===== config.mk =====
export PLATFORM = sky130hd
export DESIGN_NAME = apc_axis_counters
export DESIGN_NICKNAME = d
export VERILOG_FILES = /design/src/pkg/apc_pkg.sv /design/src/apc_axis_counters.sv /design/src/apc_pair_decode.sv /design/src/apc_updown.sv
export SDC_FILE = /design/constraint.sdc
export NUM_CORES = 1
export LEC_CHECK = 0
export BUFFER_PORTS_ARGS = -buffer_cell sky130_fd_sc_hd__buf_2
export CAP_MARGIN = 20
export CORE_MARGIN = 1.5
export CORE_UTILIZATION = 55
export DETAILED_ROUTE_END_ITERATION = 6
export GPL_TIMING_DRIVEN = 0
export PLACE_DENSITY = 0.73
export SLEW_MARGIN = 25
export SYNTH_ARGS = -nofsm -noshare
export SYNTH_HDL_FRONTEND = slang
export SYNTH_SLANG_ARGS = --single-unit
export TNS_END_PERCENT = 100

===== constraint.sdc =====
create_clock -name clock -period 5.34 [get_ports clock]
set_clock_uncertainty 0.15 [all_clocks]
set_input_delay 0.801 -clock clock [delete_from_list [all_inputs] [get_ports clock]]
set_output_delay 0.801 -clock clock [all_outputs]
set_load 0.05 [all_outputs]

===== src/pkg/apc_pkg.sv =====
// What this block does
// - Start loads target; each output pulse decrements.
// - Hold positioning count until position-change-start input.
// - Command counter: 32 bits, output pulses only.
// - Mechanical, general 32 bits; deflection 16 bits.
// - Mechanical source: 00 encoder, 01 output, 10 pulser.
// - Deflection pairs: out/enc, out/pulser, enc/pulser.
// - General source: output, encoder, pulser, half clock.
// - Quadrature: A leading up, B leading down.
// - Two-pulse: A rising up, B falling down.
// - Direction reversal for encoder and pulser pairs.
// - Both phases changing together flags error interrupt.
// - Pulser source is decoded internal signal, not pins.
// - Mode codes: 1x, 2x, 4x, two-pulse.
// - Filter drops pulses under three clock cycles.
package apc_pkg;

  // ----------------------------------------------------------------
  // Register map (byte addresses)
  // ----------------------------------------------------------------
  localparam logic [7:0] ADDR_ALIGN_MASK = 8'hFC;
  localparam logic [7:0] OFF_TARGET = 8'h00;
  localparam logic [7:0] OFF_AXIS_MODE = 8'h04;
  localparam logic [7:0] OFF_SRC_ENV = 8'h08;
  localparam logic [7:0] OFF_INM_ENV = 8'h0C;
  localparam logic [7:0] OFF_POS = 8'h10;
  localparam logic [7:0] OFF_CMD = 8'h14;
  localparam logic [7:0] OFF_MECH = 8'h18;
  localparam logic [7:0] OFF_DEFL = 8'h1C;
  localparam logic [7:0] OFF_GP = 8'h20;
  localparam logic [7:0] OFF_IRQ_STAT = 8'h24;
  localparam logic [7:0] OFF_IRQ_MASK = 8'h28;

  // ----------------------------------------------------------------
  // Fields and reset values
  // ----------------------------------------------------------------
  localparam logic [31:0] RST_WORD = 32'h00000000;
  localparam logic [31:0] MODE_MASK = 32'h00004000;
  localparam logic [31:0] SRC_ENV_MASK = 32'h00003F00;
  localparam logic [31:0] INM_MASK = 32'hC77F0000;
  localparam int unsigned BIT_PCS_EN = 14;
  localparam int unsigned CI2_LSB = 8;
  localparam int unsigned CI3_LSB = 10;
  localparam int unsigned CI4_LSB = 12;
  localparam int unsigned ERR_EN_ENC = 16;
  localparam int unsigned ERR_EN_PUL = 17;
  localparam int unsigned FILT_ENC = 18;
  localparam int unsigned FILT_PUL = 19;
  localparam int unsigned MODE_ENC_LSB = 20;
  localparam int unsigned REV_ENC = 22;
  localparam int unsigned MODE_PUL_LSB = 24;
  localparam int unsigned REV_PUL = 26;
  localparam int unsigned OFF_ENC_BIT = 30;
  localparam int unsigned OFF_PUL_BIT = 31;
  localparam int unsigned IRQ_W = 2;
  localparam int unsigned IRQ_ENC_ERR = 0;
  localparam int unsigned IRQ_PUL_ERR = 1;
  localparam logic [1:0] RESP_OKAY = 2'h0;
  localparam logic [1:0] RESP_SLVERR = 2'h2;

  // ----------------------------------------------------------------
  // Timing
  // ----------------------------------------------------------------
  localparam int unsigned FILT_CYCLES = 3;

  // ----------------------------------------------------------------
  // Types
  // ----------------------------------------------------------------
  typedef enum logic [1:0] {
    IN_QUAD1 = 2'b00,
    IN_QUAD2 = 2'b01,
    IN_QUAD4 = 2'b10,
    IN_TWO_PULSE = 2'b11
  } apc_inmode_e;

  typedef enum logic [1:0] {
    MECH_ENC = 2'b00,
    MECH_OUT = 2'b01,
    MECH_PUL = 2'b10
  } apc_mech_sel_e;

  typedef enum logic [1:0] {
    DEFL_OUT_ENC = 2'b00,
    DEFL_OUT_PUL = 2'b01,
    DEFL_ENC_PUL = 2'b10
  } apc_defl_sel_e;

  typedef enum logic [1:0] {
    GP_OUT = 2'b00,
    GP_ENC = 2'b01,
    GP_PUL = 2'b10,
    GP_HALF = 2'b11
  } apc_gp_sel_e;

  typedef struct packed {
    logic up;
    logic dn;
  } apc_ev_s;

  typedef struct packed {
    apc_inmode_e mode;
    logic filt;
    logic rev;
    logic off;
    logic err_en;
  } apc_dec_cfg_s;

endpackage : apc_pkg


===== src/apc_axis_counters.sv =====
module apc_axis_counters (
  // Clock and reset
  input wire logic clock,
  input wire logic srst,
  // AXI4-Lite write address
  input wire logic [7:0] s_axi_awaddr,
  input wire logic [2:0] s_axi_awprot,
  input wire logic s_axi_awvalid,
  output logic s_axi_awready,
  // AXI4-Lite write data
  input wire logic [31:0] s_axi_wdata,
  input wire logic [3:0] s_axi_wstrb,
  input wire logic s_axi_wvalid,
  output logic s_axi_wready,
  // AXI4-Lite write response
  output logic [1:0] s_axi_bresp,
  output logic s_axi_bvalid,
  input wire logic s_axi_bready,
  // AXI4-Lite read address
  input wire logic [7:0] s_axi_araddr,
  input wire logic [2:0] s_axi_arprot,
  input wire logic s_axi_arvalid,
  output logic s_axi_arready,
  // AXI4-Lite read data
  output logic [31:0] s_axi_rdata,
  output logic [1:0] s_axi_rresp,
  output logic s_axi_rvalid,
  input wire logic s_axi_rready,
  // Pulse generator link
  input wire logic axis_start,
  input wire logic out_pulse,
  input wire logic out_dir_minus,
  input wire logic pos_override2_active,
  input wire logic pos_change_start_in,
  // Encoder and pulser phases
  input wire logic enc_phase_a,
  input wire logic enc_phase_b,
  input wire logic pulser_phase_a,
  input wire logic pulser_phase_b,
  // Interrupt
  output logic irq
);
  import apc_pkg::*;

  logic awready_r;
  logic wready_r;
  logic bvalid_r;
  logic [1:0] bresp_r;
  logic arready_r;
  logic rvalid_r;
  logic [31:0] rdata_r;
  logic [1:0] rresp_r;
  logic irq_r;
  logic aw_full_r;
  logic w_full_r;
  logic [7:0] awaddr_r;
  logic [31:0] wdata_r;
  logic [3:0] wstrb_r;
  logic wr_go;
  logic wr_hit;
  logic [31:0] target_r;
  logic pcs_en_r;
  logic [31:0] src_env_r;
  logic [31:0] inm_r;
  logic [IRQ_W-1:0] status_r;
  logic [IRQ_W-1:0] mask_r;
  logic [IRQ_W-1:0] status_clr;
  logic [31:0] pos_r;
  logic pcs_seen_r;
  logic pos_hold;
  logic half_r;
  logic [31:0] cmd_q;
  logic [31:0] mech_q;
  logic [15:0] defl_q;
  logic [31:0] gp_q;
  logic [31:0] defl_wide;
  logic [31:0] mode_merge;
  logic [31:0] defl_merge;
  logic [31:0] rd_data;
  logic rd_hit;
  apc_dec_cfg_s enc_cfg;
  apc_dec_cfg_s pul_cfg;
  apc_ev_s ev_out;
  apc_ev_s ev_enc;
  apc_ev_s ev_pul;
  apc_ev_s ev_half;
  apc_ev_s ev_mech;
  apc_ev_s ev_defl;
  apc_ev_s ev_gp;
  logic enc_err;
  logic pul_err;

  function automatic logic [31:0] apc_merge(input logic [31:0] old_v, input logic [31:0] new_v,
                                            input logic [3:0] strb);
    logic [31:0] res;
    res = old_v;
    for (int i = 0; i < 4; i++) begin
      if (strb[i]) begin
        res[8*i +: 8] = new_v[8*i +: 8];
      end
    end
    return res;
  endfunction : apc_merge

  assign s_axi_awready = awready_r;
  assign s_axi_wready = wready_r;
  assign s_axi_bvalid = bvalid_r;
  assign s_axi_bresp = bresp_r;
  assign s_axi_arready = arready_r;
  assign s_axi_rvalid = rvalid_r;
  assign s_axi_rdata = rdata_r;
  assign s_axi_rresp = rresp_r;
  assign irq = irq_r;

  // ----------------------------------------------------------------
  // AXI4-Lite write path
  // ----------------------------------------------------------------
  // Address and data are caught independently; the write commits once both are held
  assign wr_go = aw_full_r & w_full_r & ~bvalid_r;
  assign defl_wide = {16'h0000, defl_q};
  // Merged words are named nets, since a function result cannot be indexed
  assign mode_merge = apc_merge({31'h0, pcs_en_r} << BIT_PCS_EN, wdata_r, wstrb_r);
  assign defl_merge = apc_merge(defl_wide, wdata_r, wstrb_r);

  always_ff @(posedge clock) begin
    if (srst) begin
      awready_r <= 1'b0;
      aw_full_r <= 1'b0;
      awaddr_r <= 8'h00;
    end else if (s_axi_awvalid && awready_r) begin
      awready_r <= 1'b0;
      aw_full_r <= 1'b1;
      awaddr_r <= s_axi_awaddr & ADDR_ALIGN_MASK;
    end else begin
      if (wr_go) begin
        aw_full_r <= 1'b0;
      end
      awready_r <= ~aw_full_r & ~bvalid_r;
    end
  end

  always_ff @(posedge clock) begin
    if (srst) begin
      wready_r <= 1'b0;
      w_full_r <= 1'b0;
      wdata_r <= RST_WORD;
      wstrb_r <= 4'h0;
    end else if (s_axi_wvalid && wready_r) begin
      wready_r <= 1'b0;
      w_full_r <= 1'b1;
      wdata_r <= s_axi_wdata;
      wstrb_r <= s_axi_wstrb;
    end else begin
      if (wr_go) begin
        w_full_r <= 1'b0;
      end
      wready_r <= ~w_full_r & ~bvalid_r;
    end
  end

  always_comb begin
    unique case (awaddr_r)
      OFF_TARGET, OFF_AXIS_MODE, OFF_SRC_ENV, OFF_INM_ENV, OFF_CMD, OFF_MECH,
      OFF_DEFL, OFF_GP, OFF_IRQ_STAT, OFF_IRQ_MASK: wr_hit = 1'b1;
      default: wr_hit = 1'b0;
    endcase
  end

  always_ff @(posedge clock) begin
    if (srst) begin
      bvalid_r <= 1'b0;
      bresp_r <= RESP_OKAY;
    end else if (wr_go) begin
      bvalid_r <= 1'b1;
      bresp_r <= wr_hit ? RESP_OKAY : RESP_SLVERR;
    end else if (s_axi_bready) begin
      bvalid_r <= 1'b0;
    end
  end

  // ----------------------------------------------------------------
  // Configuration registers
  // ----------------------------------------------------------------
  always_ff @(posedge clock) begin
    if (srst) begin
      target_r <= RST_WORD;
    end else if (wr_go && awaddr_r == OFF_TARGET) begin
      target_r <= apc_merge(target_r, wdata_r, wstrb_r);
    end
  end

  always_ff @(posedge clock) begin
    if (srst) begin
      pcs_en_r <= 1'b0;
      src_env_r <= RST_WORD;
      inm_r <= RST_WORD;
    end else if (wr_go) begin
      if (awaddr_r == OFF_AXIS_MODE) begin
        pcs_en_r <= mode_merge[BIT_PCS_EN];
      end
      if (awaddr_r == OFF_SRC_ENV) begin
        src_env_r <= apc_merge(src_env_r, wdata_r, wstrb_r) & SRC_ENV_MASK;
      end
      if (awaddr_r == OFF_INM_ENV) begin
        inm_r <= apc_merge(inm_r, wdata_r, wstrb_r) & INM_MASK;
      end
    end
  end

  // ----------------------------------------------------------------
  // Positioning counter
  // ----------------------------------------------------------------
  // The latch is cleared by each start, so every override waits afresh
  always_ff @(posedge clock) begin
    if (srst) begin
      pcs_seen_r <= 1'b0;
    end else if (axis_start) begin
      pcs_seen_r <= 1'b0;
    end else if (pos_change_start_in) begin
      pcs_seen_r <= 1'b1;
    end
  end

  assign pos_hold = pcs_en_r & pos_override2_active & ~pcs_seen_r;

  always_ff @(posedge clock) begin
    if (srst) begin
      pos_r <= RST_WORD;
    end else if (axis_start) begin
      pos_r <= target_r;
    end else if (out_pulse && !pos_hold) begin
      pos_r <= pos_r - 32'h00000001;
    end
  end

  // ----------------------------------------------------------------
  // Count sources
  // ----------------------------------------------------------------
  assign ev_out.up = out_pulse & ~out_dir_minus;
  assign ev_out.dn = out_pulse & out_dir_minus;
  assign ev_half.up = half_r;
  assign ev_half.dn = 1'b0;

  always_ff @(posedge clock) begin
    if (srst) begin
      half_r <= 1'b0;
    end else begin
      half_r <= ~half_r;
    end
  end

  assign enc_cfg.mode = apc_inmode_e'(inm_r[MODE_ENC_LSB +: 2]);
  assign enc_cfg.filt = inm_r[FILT_ENC];
  assign enc_cfg.rev = inm_r[REV_ENC];
  assign enc_cfg.off = inm_r[OFF_ENC_BIT];
  assign enc_cfg.err_en = inm_r[ERR_EN_ENC];
  assign pul_cfg.mode = apc_inmode_e'(inm_r[MODE_PUL_LSB +: 2]);
  assign pul_cfg.filt = inm_r[FILT_PUL];
  assign pul_cfg.rev = inm_r[REV_PUL];
  assign pul_cfg.off = inm_r[OFF_PUL_BIT];
  assign pul_cfg.err_en = inm_r[ERR_EN_PUL];

  apc_pair_decode u_enc_decode (
    .clock(clock),
    .srst(srst),
    .cfg(enc_cfg),
    .in_a(enc_phase_a),
    .in_b(enc_phase_b),
    .ev(ev_enc),
    .err(enc_err)
  );

  // Counters see the multiplied pulser events, never the pins
  apc_pair_decode u_pul_decode (
    .clock(clock),
    .srst(srst),
    .cfg(pul_cfg),
    .in_a(pulser_phase_a),
    .in_b(pulser_phase_b),
    .ev(ev_pul),
    .err(pul_err)
  );

  // ----------------------------------------------------------------
  // Source selection
  // ----------------------------------------------------------------
  always_comb begin
    unique case (apc_mech_sel_e'(src_env_r[CI2_LSB +: 2]))
      MECH_ENC: ev_mech = ev_enc;
      MECH_OUT: ev_mech = ev_out;
      MECH_PUL: ev_mech = ev_pul;
      default: ev_mech = '0;
    endcase
  end

  // Direction of each source is ignored: one count up, the other down
  always_comb begin
    unique case (apc_defl_sel_e'(src_env_r[CI3_LSB +: 2]))
      DEFL_OUT_ENC: begin
        ev_defl.up = ev_out.up | ev_out.dn;
        ev_defl.dn = ev_enc.up | ev_enc.dn;
      end
      DEFL_OUT_PUL: begin
        ev_defl.up = ev_out.up | ev_out.dn;
        ev_defl.dn = ev_pul.up | ev_pul.dn;
      end
      DEFL_ENC_PUL: begin
        ev_defl.up = ev_enc.up | ev_enc.dn;
        ev_defl.dn = ev_pul.up | ev_pul.dn;
      end
      default: ev_defl = '0;
    endcase
  end

  always_comb begin
    unique case (apc_gp_sel_e'(src_env_r[CI4_LSB +: 2]))
      GP_OUT: ev_gp = ev_out;
      GP_ENC: ev_gp = ev_enc;
      GP_PUL: ev_gp = ev_pul;
      GP_HALF: ev_gp = ev_half;
    endcase
  end

  // ----------------------------------------------------------------
  // Counters
  // ----------------------------------------------------------------
  apc_updown #(.W(32)) u_cmd (
    .clock(clock),
    .srst(srst),
    .load(wr_go && awaddr_r == OFF_CMD),
    .load_val(apc_merge(cmd_q, wdata_r, wstrb_r)),
    .ev(ev_out),
    .count(cmd_q)
  );

  apc_updown #(.W(32)) u_mech (
    .clock(clock),
    .srst(srst),
    .load(wr_go && awaddr_r == OFF_MECH),
    .load_val(apc_merge(mech_q, wdata_r, wstrb_r)),
    .ev(ev_mech),
    .count(mech_q)
  );

  apc_updown #(.W(16)) u_defl (
    .clock(clock),
    .srst(srst),
    .load(wr_go && awaddr_r == OFF_DEFL),
    .load_val(defl_merge[15:0]),
    .ev(ev_defl),
    .count(defl_q)
  );

  apc_updown #(.W(32)) u_gp (
    .clock(clock),
    .srst(srst),
    .load(wr_go && awaddr_r == OFF_GP),
    .load_val(apc_merge(gp_q, wdata_r, wstrb_r)),
    .ev(ev_gp),
    .count(gp_q)
  );

  // ----------------------------------------------------------------
  // Interrupts
  // ----------------------------------------------------------------
  assign status_clr = (wr_go && awaddr_r == OFF_IRQ_STAT && wstrb_r[0]) ?
                      wdata_r[IRQ_W-1:0] : '0;

  // A new error in the clearing cycle stays set
  always_ff @(posedge clock) begin
    if (srst) begin
      status_r <= '0;
    end else begin
      status_r[IRQ_ENC_ERR] <= enc_err | (status_r[IRQ_ENC_ERR] & ~status_clr[IRQ_ENC_ERR]);
      status_r[IRQ_PUL_ERR] <= pul_err | (status_r[IRQ_PUL_ERR] & ~status_clr[IRQ_PUL_ERR]);
    end
  end

  always_ff @(posedge clock) begin
    if (srst) begin
      mask_r <= '0;
    end else if (wr_go && awaddr_r == OFF_IRQ_MASK && wstrb_r[0]) begin
      mask_r <= wdata_r[IRQ_W-1:0];
    end
  end

  always_ff @(posedge clock) begin
    if (srst) begin
      irq_r <= 1'b0;
    end else begin
      irq_r <= |(status_r & mask_r);
    end
  end

  // ----------------------------------------------------------------
  // AXI4-Lite read path
  // ----------------------------------------------------------------
  always_comb begin
    rd_hit = 1'b1;
    unique case (s_axi_araddr & ADDR_ALIGN_MASK)
      OFF_TARGET: rd_data = target_r;
      OFF_AXIS_MODE: rd_data = {31'h0, pcs_en_r} << BIT_PCS_EN;
      OFF_SRC_ENV: rd_data = src_env_r;
      OFF_INM_ENV: rd_data = inm_r;
      OFF_POS: rd_data = pos_r;
      OFF_CMD: rd_data = cmd_q;
      OFF_MECH: rd_data = mech_q;
      OFF_DEFL: rd_data = defl_wide;
      OFF_GP: rd_data = gp_q;
      OFF_IRQ_STAT: rd_data = {{(32 - IRQ_W){1'b0}}, status_r};
      OFF_IRQ_MASK: rd_data = {{(32 - IRQ_W){1'b0}}, mask_r};
      default: begin
        rd_data = RST_WORD;
        rd_hit = 1'b0;
      end
    endcase
  end

  always_ff @(posedge clock) begin
    if (srst) begin
      arready_r <= 1'b0;
      rvalid_r <= 1'b0;
      rdata_r <= RST_WORD;
      rresp_r <= RESP_OKAY;
    end else if (s_axi_arvalid && arready_r) begin
      arready_r <= 1'b0;
      rvalid_r <= 1'b1;
      rdata_r <= rd_data;
      rresp_r <= rd_hit ? RESP_OKAY : RESP_SLVERR;
    end else begin
      if (s_axi_rready) begin
        rvalid_r <= 1'b0;
      end
      arready_r <= ~rvalid_r;
    end
  end

endmodule : apc_axis_counters


===== src/apc_pair_decode.sv =====
module apc_pair_decode (
  // Clock and reset
  input wire logic clock,
  input wire logic srst,
  // Configuration
  input wire apc_pkg::apc_dec_cfg_s cfg,
  // Raw phases
  input wire logic in_a,
  input wire logic in_b,
  // Decoded events
  output apc_pkg::apc_ev_s ev,
  output logic err
);
  import apc_pkg::*;

  localparam logic [1:0] FILT_LAST = 2'(FILT_CYCLES - 1);

  logic [1:0] sync1_r;
  logic [1:0] sync2_r;
  logic [1:0] filt_r;
  logic [1:0] prev_r;
  logic [1:0] run_r [2];
  logic a;
  logic b;
  logic ch_a;
  logic ch_b;
  logic up;
  logic dn;
  apc_ev_s ev_nxt;
  logic err_nxt;

  // ----------------------------------------------------------------
  // Synchroniser and filter
  // ----------------------------------------------------------------
  always_ff @(posedge clock) begin
    if (srst) begin
      sync1_r <= 2'h0;
      sync2_r <= 2'h0;
    end else begin
      sync1_r <= {in_b, in_a};
      sync2_r <= sync1_r;
    end
  end

  // A new level is accepted only after three agreeing samples
  always_ff @(posedge clock) begin
    for (int i = 0; i < 2; i++) begin
      if (srst) begin
        run_r[i] <= 2'h0;
        filt_r[i] <= 1'b0;
      end else if (!cfg.filt || sync2_r[i] == filt_r[i]) begin
        run_r[i] <= 2'h0;
        filt_r[i] <= sync2_r[i];
      end else if (run_r[i] == FILT_LAST) begin
        run_r[i] <= 2'h0;
        filt_r[i] <= sync2_r[i];
      end else begin
        run_r[i] <= run_r[i] + 2'h1;
      end
    end
  end

  always_ff @(posedge clock) begin
    if (srst) begin
      prev_r <= 2'h0;
    end else begin
      prev_r <= filt_r;
    end
  end

  // ----------------------------------------------------------------
  // Phase decoding
  // ----------------------------------------------------------------
  always_comb begin
    a = filt_r[0];
    b = filt_r[1];
    ch_a = a ^ prev_r[0];
    ch_b = b ^ prev_r[1];
    up = 1'b0;
    dn = 1'b0;
    err_nxt = cfg.err_en & ~cfg.off & ch_a & ch_b;
    // A double change has no defined direction, so it never counts
    if (!cfg.off && !(ch_a && ch_b)) begin
      unique case (cfg.mode)
        IN_QUAD1: begin
          up = ch_a & a & ~b;
          dn = ch_a & a & b;
        end
        IN_QUAD2: begin
          up = ch_a & (a ^ b);
          dn = ch_a & ~(a ^ b);
        end
        IN_QUAD4: begin
          up = (ch_a & (a ^ b)) | (ch_b & ~(a ^ b));
          dn = (ch_a & ~(a ^ b)) | (ch_b & (a ^ b));
        end
        IN_TWO_PULSE: begin
          up = ch_a & a;
          dn = ch_b & ~b;
        end
      endcase
    end
    ev_nxt.up = cfg.rev ? dn : up;
    ev_nxt.dn = cfg.rev ? up : dn;
  end

  always_ff @(posedge clock) begin
    if (srst) begin
      ev <= '0;
      err <= 1'b0;
    end else begin
      ev <= ev_nxt;
      err <= err_nxt;
    end
  end

endmodule : apc_pair_decode


===== src/apc_updown.sv =====
module apc_updown #(
  parameter int unsigned W = 32
) (
  // Clock and reset
  input wire logic clock,
  input wire logic srst,
  // Software load
  input wire logic load,
  input wire logic [W-1:0] load_val,
  // Count event
  input wire apc_pkg::apc_ev_s ev,
  // Value
  output logic [W-1:0] count
);
  import apc_pkg::*;

  // Load wins over a count in the same cycle
  always_ff @(posedge clock) begin
    if (srst) begin
      count <= W'(RST_WORD);
    end else if (load) begin
      count <= load_val;
    end else if (ev.up && !ev.dn) begin
      count <= count + W'(1);
    end else if (ev.dn && !ev.up) begin
      count <= count - W'(1);
    end
  end

endmodule : apc_updown


* Word level (Yosys, flattened, before mapping)
Memory sizes are Yosys's and may differ from the RTL's.
Index checks and enable logic that the tools add are counted.
** Operators by class
- Reductions and logical operators :: 93
- Add/subtract/negate cells :: 13
- Mux-type cells :: 112
- Bitwise operators :: 75
- Eq/ne operators :: 54
** Operators with widths (count)
- 32-bit 2-to-1 mux :: 11
- 32-bit case mux with 11 select lines :: 1
- 32-bit by 1-bit subtractor with 32-bit output, second input constant :: 4
- 32-bit by 1-bit adder with 32-bit output, second input constant :: 3
- 1-bit 2-to-1 mux :: 71
- 16-bit 2-to-1 mux :: 3
- 6-bit by 3-bit equality test with 1-bit output, second input constant :: 7
- 6-bit by 4-bit equality test with 1-bit output, second input constant :: 6
- 2-bit AND reduction :: 18
- 1-bit AND :: 32
- 8-bit 2-to-1 mux :: 4
- 2-bit 2-to-1 mux :: 15
- 2-bit != test, second input constant :: 14
- 1-bit logical AND :: 25
- 2-bit equality test, second input constant :: 12
- 6-bit by 2-bit equality test with 1-bit output, second input constant :: 4
- 1-bit bitwise OR :: 21
- 2-bit nonzero test :: 9
- 16-bit by 1-bit adder with 16-bit output, second input constant :: 1
- 8-bit zero test :: 2
- 1-bit case mux with 4 select lines :: 4
- 16-bit by 1-bit subtractor with 16-bit output, second input constant :: 1
- 1-bit zero test :: 15
- 1-bit inverter :: 15
- 15 further kinds :: 49
** Storage, ports and cells
- Logic and storage cells :: 406
- Output and inout bits :: 42
- Register bits :: 309
- Bits in writable memories :: 8
- Memories :: 2
** Memory list
- u_enc_decode.run_r :: depth 2, bits a word 2, read ports 2, clocked after memory_dff 0, wr ports 2, line apc_pair_decode.sv:22 : logic [1:0] run_r [2];
- u_pul_decode.run_r :: depth 2, bits a word 2, read ports 2, clocked after memory_dff 0, wr ports 2, line apc_pair_decode.sv:22

* Longest topological paths before layout
- Depth in word-level cells :: 9
- Depth in mapped cells :: 16
- Mapped depth without buffers :: 16

* By module
From an unflattened synthesis, not the netlist that was laid out.
** Second synthesis, totals
- Cells, all modules :: 2838
- Area, all modules :: 21844.7 µm²
** Modules (own cells, without submodules)
- apc_axis_counters :: cells an instance 1250, area each 9512.9 µm², times used 1, seq. area each 3463.3 µm²
- apc_updown (u_cmd ...) :: cells an instance 415, area each 3084.2 µm², times used 2, seq. area each 640.6 µm²
- apc_updown (u_mech) :: cells an instance 415, area each 3089.2 µm², times used 1, seq. area each 640.6 µm²
- apc_updown (u_defl) :: cells an instance 197, area each 1590.3 µm², times used 1, seq. area each 320.3 µm²
- apc_pair_decode :: cells an instance 73, area each 742.0 µm², times used 2, seq. area each 340.3 µm²

* Worst setup path before layout
No wires, ideal clock.
- Path type :: input to register
- Start point :: input out_pulse
- End point :: register u_mech.count[26]
- Arrival :: 4.667 ns
- Slack :: 0.393 ns
- Data required time :: 5.060 ns
- Stages on the path :: 15
- Path through :: nor2b_1 inv_1 o22ai_1 ha_1 inv_1 ha_1 and3_1 and4_1 o211ai_1 a31oi_1 o41ai_1 o21bai_1 a31o_2 xnor2_1 o22ai_1
** On the way
- Cells in the longest elaborated chain, start to end :: 6
** Ends and longest elaborated chain
- start: declaration :: line apc_axis_counters.sv:31 : input wire logic out_pulse,
- 1-bit AND (on tied branches) :: line apc_axis_counters.sv:239, apc_axis_counters.sv:240
- 2-bit case mux with 3 select lines * :: line apc_axis_counters.sv:288 : unique case (apc_mech_sel_e'(src_env_r[CI2_LSB +: 2]))
- 1-bit zero test (on tied branches) :: line apc_updown.sv:25, apc_updown.sv:23
- 1-bit logical AND (on tied branches) :: line apc_updown.sv:25, apc_updown.sv:23
- 3-bit nonzero test (no line) / 32-bit 2-to-1 mux (equally long branches)
- 2-bit AND reduction (no line) / 32-bit 2-to-1 mux (equally long branches)
- end signal: assignment :: line apc_updown.sv:22 : count <= load_val;
- end signal: assignment :: line apc_updown.sv:24 : count <= count + W'(1);
- end signal: assignment :: line apc_updown.sv:26 : count <= count - W'(1);
- end: declaration :: line apc_updown.sv:13 : output logic [W-1:0] count
Every way passes the cells marked *; elsewhere a longest branch is shown, timed or not.
A chain may end at the register's enable or synchronous reset.

* Final worst setup path
- Start point :: input out_pulse
- End point :: register u_gp.count[31]
** On the way
- Cells in the longest elaborated chain, start to end :: 6
** Ends and longest elaborated chain
- 1-bit AND (on tied branches) :: line apc_axis_counters.sv:239, apc_axis_counters.sv:240
- 2-bit case mux with 4 select lines * :: line apc_axis_counters.sv:316 : unique case (apc_gp_sel_e'(src_env_r[CI4_LSB +: 2]))
- 1-bit zero test (on tied branches) :: line apc_updown.sv:25, apc_updown.sv:23
- 1-bit logical AND (on tied branches) :: line apc_updown.sv:25, apc_updown.sv:23
- 3-bit nonzero test (no line) / 32-bit 2-to-1 mux (equally long branches)
- 2-bit AND reduction (no line) / 32-bit 2-to-1 mux (equally long branches)
- end signal: assignment :: line apc_updown.sv:22
- end signal: assignment :: line apc_updown.sv:24
- end signal: assignment :: line apc_updown.sv:26
- end: declaration :: line apc_updown.sv:13
Marked as above.

==> impl_metrics.tcl <==
set metrics [dict create \
    slew_violations 0 \
    insertion_delay_ns 0.54 \
    grt.overflow.total 0 \
    pin_count 116 \
    crit_fanout 15 \
    synth_ff_type "dfxtp_1" \
    grt_pass1_vias 18311 \
    critPathLaunchType "input port" \
    synth_area_per_cell_um2 7.92 \
    ant_nets 0 \
    ys_seq_area_frac 0.327 \
    hold_path_depth 1 \
    core_um2 34800 \
    hold_viol 0 \
    fillers 3189 \
    multi_input_area_um2 12500 \
    yosys_warnings 0 \
    cts_tree "done" \
    synth_cells 2468 \
    grt_pass1_wl_um 108000 \
    initial_utilization 0.562 \
    r2r_cells 14 \
    place_congestion 1.02 \
    drt_wl_total_um 73300 \
    holdBufCountCts 0 \
    final_core_util 0.629 \
    max_slew_margin 0.204 \
    clock_sinks 315 \
    min_period_ns 5.07 \
    drive_above_1_share 0.0756 \
    path_class "in -> reg" \
    placed_area_um2 20600 \
    r2r-end "u_gp.count[31]$_SDFFE_PP0P_" \
    cp.arrival_ns 5.37 \
    register_area_um2 6390 \
    whs_endpoint "half_r$_SDFF_PP0_" \
    clk_pin_slew_worst_paths_ns 0.06 \
    die_h_um 192 \
    setup_viol 0 \
    synth_seq_cells 315 \
    failed_checks "design-rule violations" \
    fmax_mhz 197 \
    root_buffer "clkbuf_16" \
    power_mw 7.95 \
    critPathRequiredTime_ns 5.64 \
    timing.hold.ws_ns 0.284 \
    viasPerCell 6.44 \
    finalSetupTns_ns 0 \
    maxCapViolCount 0 \
    cts_made_buffers 37 \
    die_w_um 192 \
    power_density_nw_per_um2 363 \
    antenna_found_initial 2 \
    synthArstFlopShare 0 \
    outcome "finished, violations left" \
    grt_max_degree 34 \
    drcViolationCount 4 \
    port_buffers 100 \
    hpwl_um 56300 \
    rsz0062_at_grt "false" \
    worst_pin_slew_ns 1.19 \
    syn_area_um2 19500 \
    p_leak_nw 8.85 \
    worst_setup_path_end_kind "flip-flop" \
    die_area_um2 36700 \
    first_pass_iters 7 \
    hold_class "reg -> reg" \
    htreeDepth 2 \
    nets 2814 \
    num_rows 68 \
    worstHoldStart "half_r$_SDFF_PP0_" \
    design_area_um2 21900 \
    vias 19958 \
    post_synth_num_cell_types 82 \
    drt_iter0_drc 2739 \
    clock_path_buffers 3 \
    wl_per_cell_um 23.6 \
    r2r-start "src_env_r[12]$_SDFFE_PP0P_" \
    synth_edf_count 8 \
    track_usage 0.392 \
    syn2layout_area_growth_pct 12.1 \
    fin_crit_sh 0.949 \
    ir_drop_mv 0.218 \
    r2r_setup_slack_ns 0.49 \
]
## critical path, stage by stage
cell and delay, ns:
buf_2 0.15, nor2b_2 0.39, mux4_2 0.30, ha_1 0.54
clkinvlp_4 0.53, ha_1 0.46, o21ai_0 0.18, nand2b_1 0.15
a32o_1 0.29, o31ai_1 0.50, o31ai_1 0.21, o21a_1 0.22
o21a_1 0.19, or3_1 0.31, a31oi_1 0.14
## registers in the layout, indices dropped and copies added (netlist names), 4 cells and up
signal,cells
u_mech.count,32
awaddr_r,6
u_pul_decode.run_r,4
u_cmd.count,32
pos_r,32
u_gp.count,32
src_env_r,6
wstrb_r,4
u_defl.count,16
u_enc_decode.run_r,4
wdata_r,32
s_axi_rdata,32
target_r,32
inm_r,12
## cell families (layout without fill, tap and decap cells)
logic type / Yosys count / in the layout / share of synthesized area
AOI/OAI and AO/OA: 772 / 772 / 0.256
xor gates and xnor gates: 121 / 121 / 0.0542
adders and majority gates: 123 / 123 / 0.0803
buffers and inverters: 184 / 352 / 0.0367
DFF: 315 / 315 / 0.327
muxes: 79 / 79 / 0.0412
other: 2 / 11 / 0.000384
and+or+nand+nor: 872 / 872 / 0.205
## worst max-delay path by stage
| stage | slack (ns) | startpoint | end | depth (start not counted) |
|---|---|---|---|---|
| 5_1_grt | 0.05 | out_pulse | u_defl.count[13]$_SDFFE_PP0P_ | 17 |
| 2_1_floorplan | 0.39 | out_pulse | u_mech.count[26]$_SDFFE_PP0P_ | 15 |
| 3_3_place_gp | -1.32 | out_pulse | u_mech.count[26]$_SDFFE_PP0P_ | 16 |
| 6_report | 0.27 | out_pulse | u_gp.count[31]$_SDFFE_PP0P_ | 15 |
| 3_5_place_dp | -0.63 | out_pulse | u_mech.count[26]$_SDFFE_PP0P_ | 16 |
| 4_1_cts | 0.004 | out_pulse | u_defl.count[13]$_SDFFE_PP0P_ | 17 |
## cell type report
cell class	count	share of cell area
flip-flops and latches	315	0.292
well taps	455	0.0260
diodes	1	0.000114
clock buffers	53	0.0488
repair inverters	1	0.000343
inverters	48	0.00851
clock inverters	13	0.00685
plain buffers	136	0.0245
multi-input cells	1977	0.570
repair buffers	101	0.0232
## where the power goes
part           switching (mW)  internal, mW
registers               0.270          2.54
logic                    1.48          1.07
clock network            1.06          1.54
## repair_timing
action,4_1_cts,5_1_grt
cloned,1,0
gates resized for setup,4,2
setup buffers,1,0
endpoints found under the setup margin,5,10
hold endpoints to repair,0,0
## cell usage after synthesis, types with 13 or more instances
cell       number  area share
o22ai_1        21      0.0067
nand2_1       254       0.049
inv_1          48      0.0092
dfxtp_1       307        0.31
nand3_1        75       0.019
nor2_1        315       0.060
nor2b_1        36       0.012
or3_1          16      0.0051
xnor2_1        67       0.030
a222oi_1       39       0.020
a2111oi_0      32       0.014
a21oi_1       286       0.073
nand2b_1       22      0.0070
a31oi_1        23      0.0074
o21ai_0       106       0.027
a21o_1         53       0.020
clkbuf_1      116       0.022
ha_1          119       0.076
nor3_1         43       0.011
and3_1         25      0.0080
a211oi_1       21      0.0081
o21a_1         26       0.010
a22oi_1        65       0.025
nor4_1         18      0.0058
mux2i_1        76       0.039
and2_1         13      0.0042
xor2_1         54       0.024
## metrics by stage
| step | worst slack, ns | instances |
|---|---|---|
| final | 0.271 | 3100 |
| after CTS | 0.00441 | 3099 |
| after detailed placement | -0.628 | 3031 |
| after global placement | -1.32 | 3031 |
| after floorplan | 0.393 | 2476 |
| after global routing | 0.0490 | 3099 |
## placed cells by master, fill, tap and decap left out, types with 22 or more instances in the layout
cell type / instances
nor2_1: 315
dfxtp_1: 307
a21oi_1: 286
nand2_1: 254
clkbuf_1: 126
ha_1: 119
o21ai_0: 105
buf_2: 101
mux2i_1: 76
nand3_1: 75
xnor2_1: 67
a22oi_1: 65
xor2_1: 54
a21o_1: 53
inv_1: 45
nor3_1: 43
a222oi_1: 39
clkbuf_16: 39
nor2b_1: 35
a2111oi_0: 32
o21a_1: 26
and3_1: 25
a31oi_1: 23
nand2b_1: 22
## per-layer routing
layer  global-route usage  wire, um
met2                0.613     32100
met5                    0        13
met1                0.526     29500
met4                0.184      3440
met3               0.0663      8130
Note: power is estimated with default switching activity, not from simulation.
